### config.mk
export PLATFORM = sky130hd
export DESIGN_NAME = urd_channel
export DESIGN_NICKNAME = d
export VERILOG_FILES = /design/src/include/urd_pkg.sv /design/src/core/urd_channel.sv
export SDC_FILE = /design/constraint.sdc
export NUM_CORES = 1
export LEC_CHECK = 0
export ABC_AREA = 1
export BUFFER_PORTS_ARGS = -buffer_cell sky130_fd_sc_hd__buf_2
export CAP_MARGIN = 20
export CORE_UTILIZATION = 30
export DETAILED_ROUTE_END_ITERATION = 10
export PLACE_DENSITY = 0.61
export SLEW_MARGIN = 20
export SYNTH_ARGS = -nofsm -noshare
export SYNTH_HDL_FRONTEND = slang
export SYNTH_SLANG_ARGS = --single-unit
### constraint.sdc
create_clock -name ref_clk_i -period 2.35 [get_ports ref_clk_i]
set_input_delay 0.235 -clock ref_clk_i [delete_from_list [all_inputs] [get_ports ref_clk_i]]
set_output_delay 0.235 -clock ref_clk_i [all_outputs]
set_load 0.1 [all_outputs]
### src/include/urd_pkg.sv
// constants for the uart register decode and loopback channel
package urd_pkg;
	localparam logic [2:0] ADDR_HOLD = 3'h0;
	localparam logic [2:0] ADDR_IER = 3'h1;
	localparam logic [2:0] ADDR_ISR = 3'h2;
	localparam logic [2:0] ADDR_LCR = 3'h3;
	localparam logic [2:0] ADDR_MCR = 3'h4;
	localparam logic [2:0] ADDR_LSR = 3'h5;
	localparam logic [2:0] ADDR_MSR = 3'h6;
	localparam logic [2:0] ADDR_SPR = 3'h7;
	localparam logic [7:0] ENH_BANK_KEY = 8'hbf;
	localparam int LCR_DIV_BIT = 7;
	localparam int MCR_DTR_BIT = 0;
	localparam int MCR_RTS_BIT = 1;
	localparam int MCR_OP1_BIT = 2;
	localparam int MCR_OP2_BIT = 3;
	localparam int MCR_LOOP_BIT = 4;
	localparam int EFR_ENH_BIT = 4;
	localparam int EFR_ARTS_BIT = 6;
	localparam int FEATURE_CONTROL_FIFO_LEVEL_COUNTER_BIT = 6;
	localparam logic [7:0] REG_RESET = 8'h00;
	localparam logic [1:0] TXB_DEPTH = 2'h2;
	typedef enum logic [1:0] {
		BANK_NORM = 2'h0,
		BANK_DIV = 2'h1,
		BANK_ENH = 2'h2
	} urd_bank_t;
	typedef enum logic [2:0] {
		PH_IDLE = 3'b001,
		PH_RD = 3'b010,
		PH_WR = 3'b100
	} urd_phase_t;
endpackage : urd_pkg

### src/core/urd_channel.sv
// one uart channel: host register decode, internal loopback, transmit buffer
`timescale 1ns/1ps
module urd_channel
	import urd_pkg::*;
#(
	parameter logic [7:0] REV_CODE = 8'h01, // arbitrary value
	parameter logic [7:0] DEV_ID = 8'h5a // arbitrary value
) (
	input wire logic ref_clk_i,
	input wire logic resetn_i,
	input wire logic chan_select_n_i,
	input wire logic [2:0] addr_i,
	input wire logic rd_n_i,
	input wire logic wr_n_i,
	input wire logic [7:0] data_i,
	output logic [7:0] data_o,
	output logic data_oe_n_o,
	input wire logic tx_ser_i,
	output logic rx_ser_o,
	input wire logic rx_pin_i,
	output logic tx_pin_o,
	output logic rts_n_o,
	output logic dtr_n_o,
	input wire logic cts_n_i,
	input wire logic dsr_n_i,
	input wire logic cd_n_i,
	input wire logic ri_n_i,
	output logic [7:0] tx_data_o,
	output logic tx_valid_o,
	input wire logic tx_ready_i,
	output logic tx_space_o,
	input wire logic tx_idle_i,
	input wire logic [7:0] rx_data_i,
	input wire logic rx_valid_i,
	output logic rx_ready_o,
	input wire logic [3:0] line_err_i,
	input wire logic [7:0] int_status_i,
	input wire logic [7:0] fifo_level_i,
	output logic int_status_read_o,
	output logic [15:0] divisor_o,
	output logic [7:0] divisor_frac_o,
	output logic [7:0] line_control_o,
	output logic [7:0] interrupt_enable_o,
	output logic [7:0] fifo_control_o,
	output logic fifo_control_wr_o,
	output logic [7:0] trigger_level_o,
	output logic trigger_level_wr_o,
	output logic [7:0] feature_control_o,
	output logic [7:0] enhanced_function_o,
	output logic [7:0] enh_mode_o,
	output logic [31:0] flow_chars_o,
	output logic loopback_o,
	output logic auto_rts_enable_o
);

	// ==========================================================
	// state
	typedef struct packed {
		urd_phase_t ph;
		logic [7:0] dout;
		logic [7:0] dll;
		logic [7:0] divisor_high;
		logic [7:0] divisor_fraction;
		logic [7:0] interrupt_enable;
		logic [7:0] line_control;
		logic [7:0] modem_control;
		logic [7:0] scratch_pad;
		logic [7:0] feature_control;
		logic [7:0] enhanced_function;
		logic [7:0] enhanced_mode_select;
		logic [7:0] fifo_control;
		logic [7:0] fifo_trigger_level;
		logic [3:0][7:0] fch;
		logic fcr_wr;
		logic trg_wr;
		logic isr_rd;
		logic [3:0] mprev;
		logic [3:0] mdelta;
		logic rx_full;
		logic [7:0] rx_byte;
		logic [1:0][7:0] tb;
		logic [1:0] tcnt;
	} urd_state_t;

	urd_state_t s_reg;
	urd_state_t s_next;

	// ==========================================================
	// helpers
	function automatic urd_bank_t bank_of(input logic [7:0] line_control);
		if (line_control == ENH_BANK_KEY) begin
			return BANK_ENH;
		end else if (line_control[LCR_DIV_BIT]) begin
			return BANK_DIV;
		end else begin
			return BANK_NORM;
		end
	endfunction : bank_of

	logic loop;
	logic [3:0] modem_in;
	logic start_rd;
	logic start_wr;
	logic tx_pop;
	logic rx_take;
	urd_bank_t bank;
	logic [7:0] rd_val;

	assign loop = s_reg.modem_control[MCR_LOOP_BIT];
	assign bank = bank_of(s_reg.line_control);
	// modem inputs as active-high {cd, ri, dsr, cts}; in loopback the pins
	// are replaced by the channel's own control bits so software sees a
	// predictable pattern
	assign modem_in = loop ? {s_reg.modem_control[MCR_OP2_BIT], s_reg.modem_control[MCR_OP1_BIT],
		s_reg.modem_control[MCR_DTR_BIT], s_reg.modem_control[MCR_RTS_BIT]}
		: {~cd_n_i, ~ri_n_i, ~dsr_n_i, ~cts_n_i};
	assign start_rd = (s_reg.ph == PH_IDLE) && !chan_select_n_i && !rd_n_i;
	assign start_wr = (s_reg.ph == PH_IDLE) && !chan_select_n_i && !wr_n_i && rd_n_i;
	assign tx_pop = tx_valid_o && tx_ready_i;
	assign rx_take = rx_valid_i && !s_reg.rx_full;

	// ==========================================================
	// read decode
	always_comb begin
		rd_val = 8'h00;
		if (addr_i == ADDR_LCR) begin
			rd_val = s_reg.line_control;
		end else if (bank == BANK_ENH) begin
			case (addr_i)
				ADDR_HOLD: rd_val = fifo_level_i;
				ADDR_IER: rd_val = s_reg.feature_control;
				ADDR_ISR: rd_val = s_reg.enhanced_function;
				default: rd_val = s_reg.fch[addr_i[1:0]];
			endcase
		end else begin
			case (addr_i)
				ADDR_HOLD: begin
					if (bank == BANK_NORM) begin
						rd_val = s_reg.rx_byte;
					end else if (s_reg.dll == 8'h00 && s_reg.divisor_high == 8'h00) begin
						rd_val = REV_CODE;
					end else begin
						rd_val = s_reg.dll;
					end
				end
				ADDR_IER: begin
					if (bank == BANK_NORM) begin
						rd_val = s_reg.interrupt_enable;
					end else if (s_reg.dll == 8'h00 && s_reg.divisor_high == 8'h00) begin
						rd_val = DEV_ID;
					end else begin
						rd_val = s_reg.divisor_high;
					end
				end
				ADDR_ISR: begin
					if (bank == BANK_DIV && s_reg.enhanced_function[EFR_ENH_BIT]) begin
						rd_val = s_reg.divisor_fraction;
					end else begin
						rd_val = int_status_i;
					end
				end
				ADDR_MCR: rd_val = s_reg.modem_control;
				ADDR_LSR: rd_val = {1'b0, (s_reg.tcnt == 2'h0) && tx_idle_i,
					s_reg.tcnt == 2'h0, line_err_i, s_reg.rx_full};
				ADDR_MSR: rd_val = {modem_in, s_reg.mdelta};
				default: rd_val = s_reg.feature_control[FEATURE_CONTROL_FIFO_LEVEL_COUNTER_BIT] ? fifo_level_i : s_reg.scratch_pad;
			endcase
		end
	end

	// ==========================================================
	// next state
	always_comb begin
		s_next = s_reg;
		s_next.fcr_wr = 1'b0;
		s_next.trg_wr = 1'b0;
		s_next.isr_rd = 1'b0;
		s_next.mprev = modem_in;
		case (s_reg.ph)
			PH_IDLE: begin
				if (start_wr) begin
					s_next.ph = PH_WR;
				end else if (start_rd) begin
					s_next.ph = PH_RD;
				end
			end
			PH_RD: begin
				if (rd_n_i || chan_select_n_i) begin
					s_next.ph = PH_IDLE;
				end
			end
			PH_WR: begin
				if (wr_n_i || chan_select_n_i) begin
					s_next.ph = PH_IDLE;
				end
			end
			default: s_next.ph = PH_IDLE;
		endcase
		// transmit buffer drain first; a full buffer drops host writes except in a cycle where an entry drains
		if (tx_pop) begin
			s_next.tb[0] = s_reg.tb[1];
			s_next.tcnt = s_reg.tcnt - 2'h1;
		end
		if (start_rd) begin
			s_next.dout = rd_val;
			if (addr_i == ADDR_HOLD && bank == BANK_NORM) begin
				s_next.rx_full = 1'b0;
			end
			if (addr_i == ADDR_ISR && bank != BANK_ENH && !(bank == BANK_DIV && s_reg.enhanced_function[EFR_ENH_BIT])) begin
				s_next.isr_rd = 1'b1;
			end
			if (addr_i == ADDR_MSR && bank != BANK_ENH) begin
				s_next.mdelta = 4'h0;
			end
		end
		// a byte arriving with the clearing read must not be lost: the set wins
		if (rx_take) begin
			s_next.rx_full = 1'b1;
			s_next.rx_byte = rx_data_i;
		end
		// a change seen in the same cycle as the clearing read still counts
		s_next.mdelta = s_next.mdelta | (modem_in ^ s_reg.mprev);
		if (start_wr) begin
			if (addr_i == ADDR_LCR) begin
				s_next.line_control = data_i;
			end else if (bank == BANK_ENH) begin
				case (addr_i)
					ADDR_HOLD: begin
						s_next.fifo_trigger_level = data_i;
						s_next.trg_wr = 1'b1;
					end
					ADDR_IER: s_next.feature_control = data_i;
					ADDR_ISR: s_next.enhanced_function = data_i;
					ADDR_MCR, ADDR_LSR, ADDR_MSR, ADDR_SPR: s_next.fch[addr_i[1:0]] = data_i;
					default: s_next.enhanced_function = s_reg.enhanced_function;
				endcase
			end else begin
				case (addr_i)
					ADDR_HOLD: begin
						if (bank == BANK_DIV) begin
							s_next.dll = data_i;
						end else if (s_next.tcnt < TXB_DEPTH) begin
							s_next.tb[s_next.tcnt[0]] = data_i;
							s_next.tcnt = s_next.tcnt + 2'h1;
						end
					end
					ADDR_IER: begin
						if (bank == BANK_DIV) begin
							s_next.divisor_high = data_i;
						end else begin
							s_next.interrupt_enable = data_i;
						end
					end
					ADDR_ISR: begin
						if (bank == BANK_DIV && s_reg.enhanced_function[EFR_ENH_BIT]) begin
							s_next.divisor_fraction = data_i;
						end else begin
							s_next.fifo_control = data_i;
							s_next.fcr_wr = 1'b1;
						end
					end
					ADDR_MCR: s_next.modem_control = data_i;
					ADDR_SPR: begin
						if (s_reg.feature_control[FEATURE_CONTROL_FIFO_LEVEL_COUNTER_BIT]) begin
							s_next.enhanced_mode_select = data_i;
						end else begin
							s_next.scratch_pad = data_i;
						end
					end
					default: s_next.scratch_pad = s_reg.scratch_pad;
				endcase
			end
		end
	end

	always_ff @(posedge ref_clk_i or negedge resetn_i) begin
		if (!resetn_i) begin
			s_reg <= '0;
			s_reg.ph <= PH_IDLE;
		end else begin
			s_reg <= s_next;
		end
	end

	// ==========================================================
	// outputs
	assign data_o = s_reg.dout;
	assign data_oe_n_o = (s_reg.ph != PH_RD);
	// the shift registers keep running in loopback, only the pins, rx_ser_o and auto_rts_enable_o change
	assign rx_ser_o = loop ? tx_ser_i : rx_pin_i;
	assign tx_pin_o = loop ? 1'b1 : tx_ser_i;
	assign rts_n_o = loop ? 1'b1 : ~s_reg.modem_control[MCR_RTS_BIT];
	assign dtr_n_o = loop ? 1'b1 : ~s_reg.modem_control[MCR_DTR_BIT];
	assign auto_rts_enable_o = s_reg.enhanced_function[EFR_ARTS_BIT] && !loop;
	assign tx_data_o = s_reg.tb[0];
	assign tx_valid_o = (s_reg.tcnt != 2'h0);
	assign tx_space_o = (s_reg.tcnt < TXB_DEPTH);
	assign rx_ready_o = !s_reg.rx_full;
	assign int_status_read_o = s_reg.isr_rd;
	assign divisor_o = {s_reg.divisor_high, s_reg.dll};
	assign divisor_frac_o = s_reg.divisor_fraction;
	assign line_control_o = s_reg.line_control;
	assign interrupt_enable_o = s_reg.interrupt_enable;
	assign fifo_control_o = s_reg.fifo_control;
	assign fifo_control_wr_o = s_reg.fcr_wr;
	assign trigger_level_o = s_reg.fifo_trigger_level;
	assign trigger_level_wr_o = s_reg.trg_wr;
	assign feature_control_o = s_reg.feature_control;
	assign enhanced_function_o = s_reg.enhanced_function;
	assign enh_mode_o = s_reg.enhanced_mode_select;
	assign flow_chars_o = s_reg.fch;
	assign loopback_o = loop;
endmodule : urd_channel

==> results.sh <==
export IMPL_status="finished, violations left"
export IMPL_violations="design-rule violations"
export IMPL_rsz0062_at_grt="false"
export IMPL_final_layout_size_suffix_gt1_frac=0.279
export IMPL_clock_sinks=177
export IMPL_place_inst=1592
export IMPL_htreeDepth=4
export IMPL_start_util=0.308
export IMPL_vias=7775
export IMPL_row_count=64
export IMPL_startpoint_type="flop"
export IMPL_grt_max_degree=61
export IMPL_synth_edf_count=0
export IMPL_worstReg2RegStart="s_reg[174]$_DFFE_PN1P_"
export IMPL_post_route_period_util=0.882
export IMPL_final_setup_tns_ns=0
export IMPL_clockRootBuffer="clkbuf_16"
export IMPL_grt_pass1_vias=7545
export IMPL_gp_congestion=0.956
export IMPL_post_place_ws_ns=0.293
export IMPL_cap_viol_max_count=0
export IMPL_cp_required_ns=2.66
export IMPL_hold_class="primary input to flop"
export IMPL_cts_setup_buffers=0
export IMPL_cts_tree="yes"
export IMPL_final_area_um2=10700
export IMPL_nNetsFinal=1271
export IMPL_regArea_um2=4430
export IMPL_syn_nets=1194
export IMPL_power_density_nw_per_um2=1040
export IMPL_achievable_frequency_mhz=482
export IMPL_postLayoutSetupSlackWorst_ns=0.276
export IMPL_syn2layout_area_growth_pct=12.3
export IMPL_synth_ff_type="dfrtp_1"
export IMPL_placed_area_um2=10100
export IMPL_worstSetupPathType="flop to flop"
export IMPL_fin_crit_ns=2.07
export IMPL_crit_path_max_fanout=16
export IMPL_dieArea_um2=32400
export IMPL_hold_path_startpoint="rx_data_i[0]"
export IMPL_drc=16
export IMPL_syn_avg_cell_area_um2=8.34
export IMPL_syn_area_um2=9500
export IMPL_ant_nets=0
export IMPL_ioPinCount=194
export IMPL_arrival_ns=2.39
export IMPL_ir_drop_mv=0.694
export IMPL_skew_ns=0.0202
export IMPL_startpoint="s_reg[174]$_DFFE_PN1P_"
export IMPL_yosysWarnings=0
export IMPL_drtPass1Iterations=10
export IMPL_initialDrtViolationCount=670
export IMPL_die_height_um=180
export IMPL_relSlewSlack=0.555
export IMPL_multi_input_area_um2=3620
export IMPL_overflow=0
export IMPL_fp_dieW_um=180
export IMPL_clk_latency_ns=0.44
export IMPL_synthDistinctLibCells=45
export IMPL_grt_pass1_wl_mm=48.3
export IMPL_cts_made_buffers=17
export IMPL_endpoint_kind="flop"
export IMPL_ctsResizeCount=0
export IMPL_ys_seq_area_frac=0.467
export IMPL_finalSetupViolations=0
export IMPL_drv_slew=0
export IMPL_port_buffers=193
export IMPL_dp_hpwl_mm=23.2
export IMPL_diodes=0
export IMPL_wl_per_cell_um=19.7
export IMPL_clk_pin_slew_ns=0.07
export IMPL_routed_wl_mm=31.9
export IMPL_core_area_um2=30800
export IMPL_async_flop_share=1.00
export IMPL_p_leak_nw=5.50
export IMPL_finalHoldViolations=0
export IMPL_cts_buffer_depth=2
export IMPL_synth_seq_cells=177
export IMPL_largest_reg_flops=45
export IMPL_tightest_slew_ns=0.668
export IMPL_finalPower_mw=11.0
export IMPL_antenna_found_initial=2
export IMPL_fillers=3242
export IMPL_syn_inst=1139
export IMPL_final_cells=1625
export IMPL_grt_usage=0.201
export IMPL_vias_per_cell=4.78
[metrics by stage]
step / util / hold WS [ns]
2_1_floorplan: - / -0.0606
3_3_place_gp: 0.327 / 0.283
3_5_place_dp: 0.327 / 0.288
4_1_cts: 0.346 / 0.0242
5_1_grt: 0.346 / 0.0366
6_report: 0.346 / 0.0402
[Yosys cell counts (3+ instances only)]
library cell / number / area (um^2)
a21oi_1: 22 / 110
a22oi_1: 4 / 30.0
buf_2: 12 / 60.1
buf_4: 130 / 976
buf_6: 13 / 146
clkbuf_1: 17 / 63.8
dfrtp_1: 176 / 4400
inv_1: 64 / 240
inv_2: 5 / 18.8
mux2_2: 16 / 180
nand2_1: 341 / 1280
nand2_2: 3 / 18.8
nand3_1: 44 / 220
nand3_2: 4 / 40.0
nand3_4: 6 / 105
nand4_1: 14 / 87.6
nor2_1: 60 / 225
nor2_4: 5 / 56.3
o21ai_0: 102 / 510
o21ai_1: 45 / 225
o21ai_2: 16 / 140
o21bai_1: 5 / 37.5
xor2_1: 4 / 35.0
[what timing repair did]
| action | in CTS | in global routing |
|---|---|---|
| endpoints found under the hold margin | 53 | 0 |
| setup endpoints to repair | 0 | 0 |
| hold buffers | 1 | 0 |
[worst paths after layout]
path                            cells past startpoint                              to  slack (ns)
worst max-delay path                                9          tx_data_o[2]$_DFF_PN0_        0.28
worst max register to register                      9          tx_data_o[2]$_DFF_PN0_        0.28
worst min register to register                      2  trigger_level_o[1]$_DFFE_PN0P_        0.48
worst min-delay path                                2           s_reg[18]$_DFFE_PN0P_        0.04
max in group asynchronous                           3   fifo_control_o[7]$_DFFE_PN0P_        1.20
min in group asynchronous                           2          s_reg[118]$_DFFE_PN0P_        0.34
[area by class of cell]
class / instances / share of cell area
Sequential cell: 177 / 0.415
Multi-Input combinational cell: 717 / 0.339
Timing Repair Buffer: 231 / 0.119
Tap cell: 396 / 0.0465
Clock buffer: 19 / 0.0406
Inverter: 72 / 0.0262
Clock inverter: 13 / 0.0130
[where the power goes]
group | leakage [nW] | total [mW] | internal (mW) | switching, mW
clock network | 0.272 | 2.83 | 1.50 | 1.33
logic | 2.85 | 4.26 | 0.848 | 3.41
registers | 2.38 | 3.95 | 3.54 | 0.408
[cells in the final DEF (no fill, tap or decap), types with 3 or more instances in the layout]
cell type and instances:
xor2_1 3, buf_2 192, clkinvlp_4 5, nor2_2 3
mux2_2 16, nand3_4 6, nand3_1 44, dfrtp_1 176
o21ai_0 100, a21oi_1 22, buf_4 36, inv_6 6
nand2_4 3, nand2_2 7, o21ai_1 45, inv_2 6
inv_1 61, inv_8 3, nand3_2 4, o21ai_2 17
nand4_1 14, a22oi_1 4, clkbuf_16 17, nor2_4 5
nor2_1 59, nand2_1 335, o21bai_1 5
[critical path, stage by stage, from the launching register on]
cell,delay (ns)
dfstp_2,0.52
inv_1,0.06
nor3_2,0.18
nand2_2,0.10
clkinv_2,0.07
nand3_4,0.15
nor2_8,0.29
nand4_4,0.33
nand2_1,0.18
o21ai_2,0.06
[kinds of logic (layout without fill, tap and decap cells)]
kind of cell	count (synthesis)	after routing	share of synthesized area
simple gates	492	492	0.230
buf+inv	245	335	0.160
compound gates	202	202	0.117
flops	177	177	0.467
mux	16	16	0.0190
xor+xnor	5	5	0.00461
fa+ha+maj	2	2	0.00263
[layer usage]
| metal | part of all wire | vias up | global-route usage |
|---|---|---|---|
| met5 | 0.00081 | - | 0 |
| met4 | 0.025 | 4 | 0.0683 |
| met3 | 0.084 | 44 | 0.0577 |
| met2 | 0.46 | 297 | 0.314 |
| met1 | 0.43 | 3714 | 0.266 |
| li1 | - | 3716 | - |
Power figures use the tool's default switching activity.
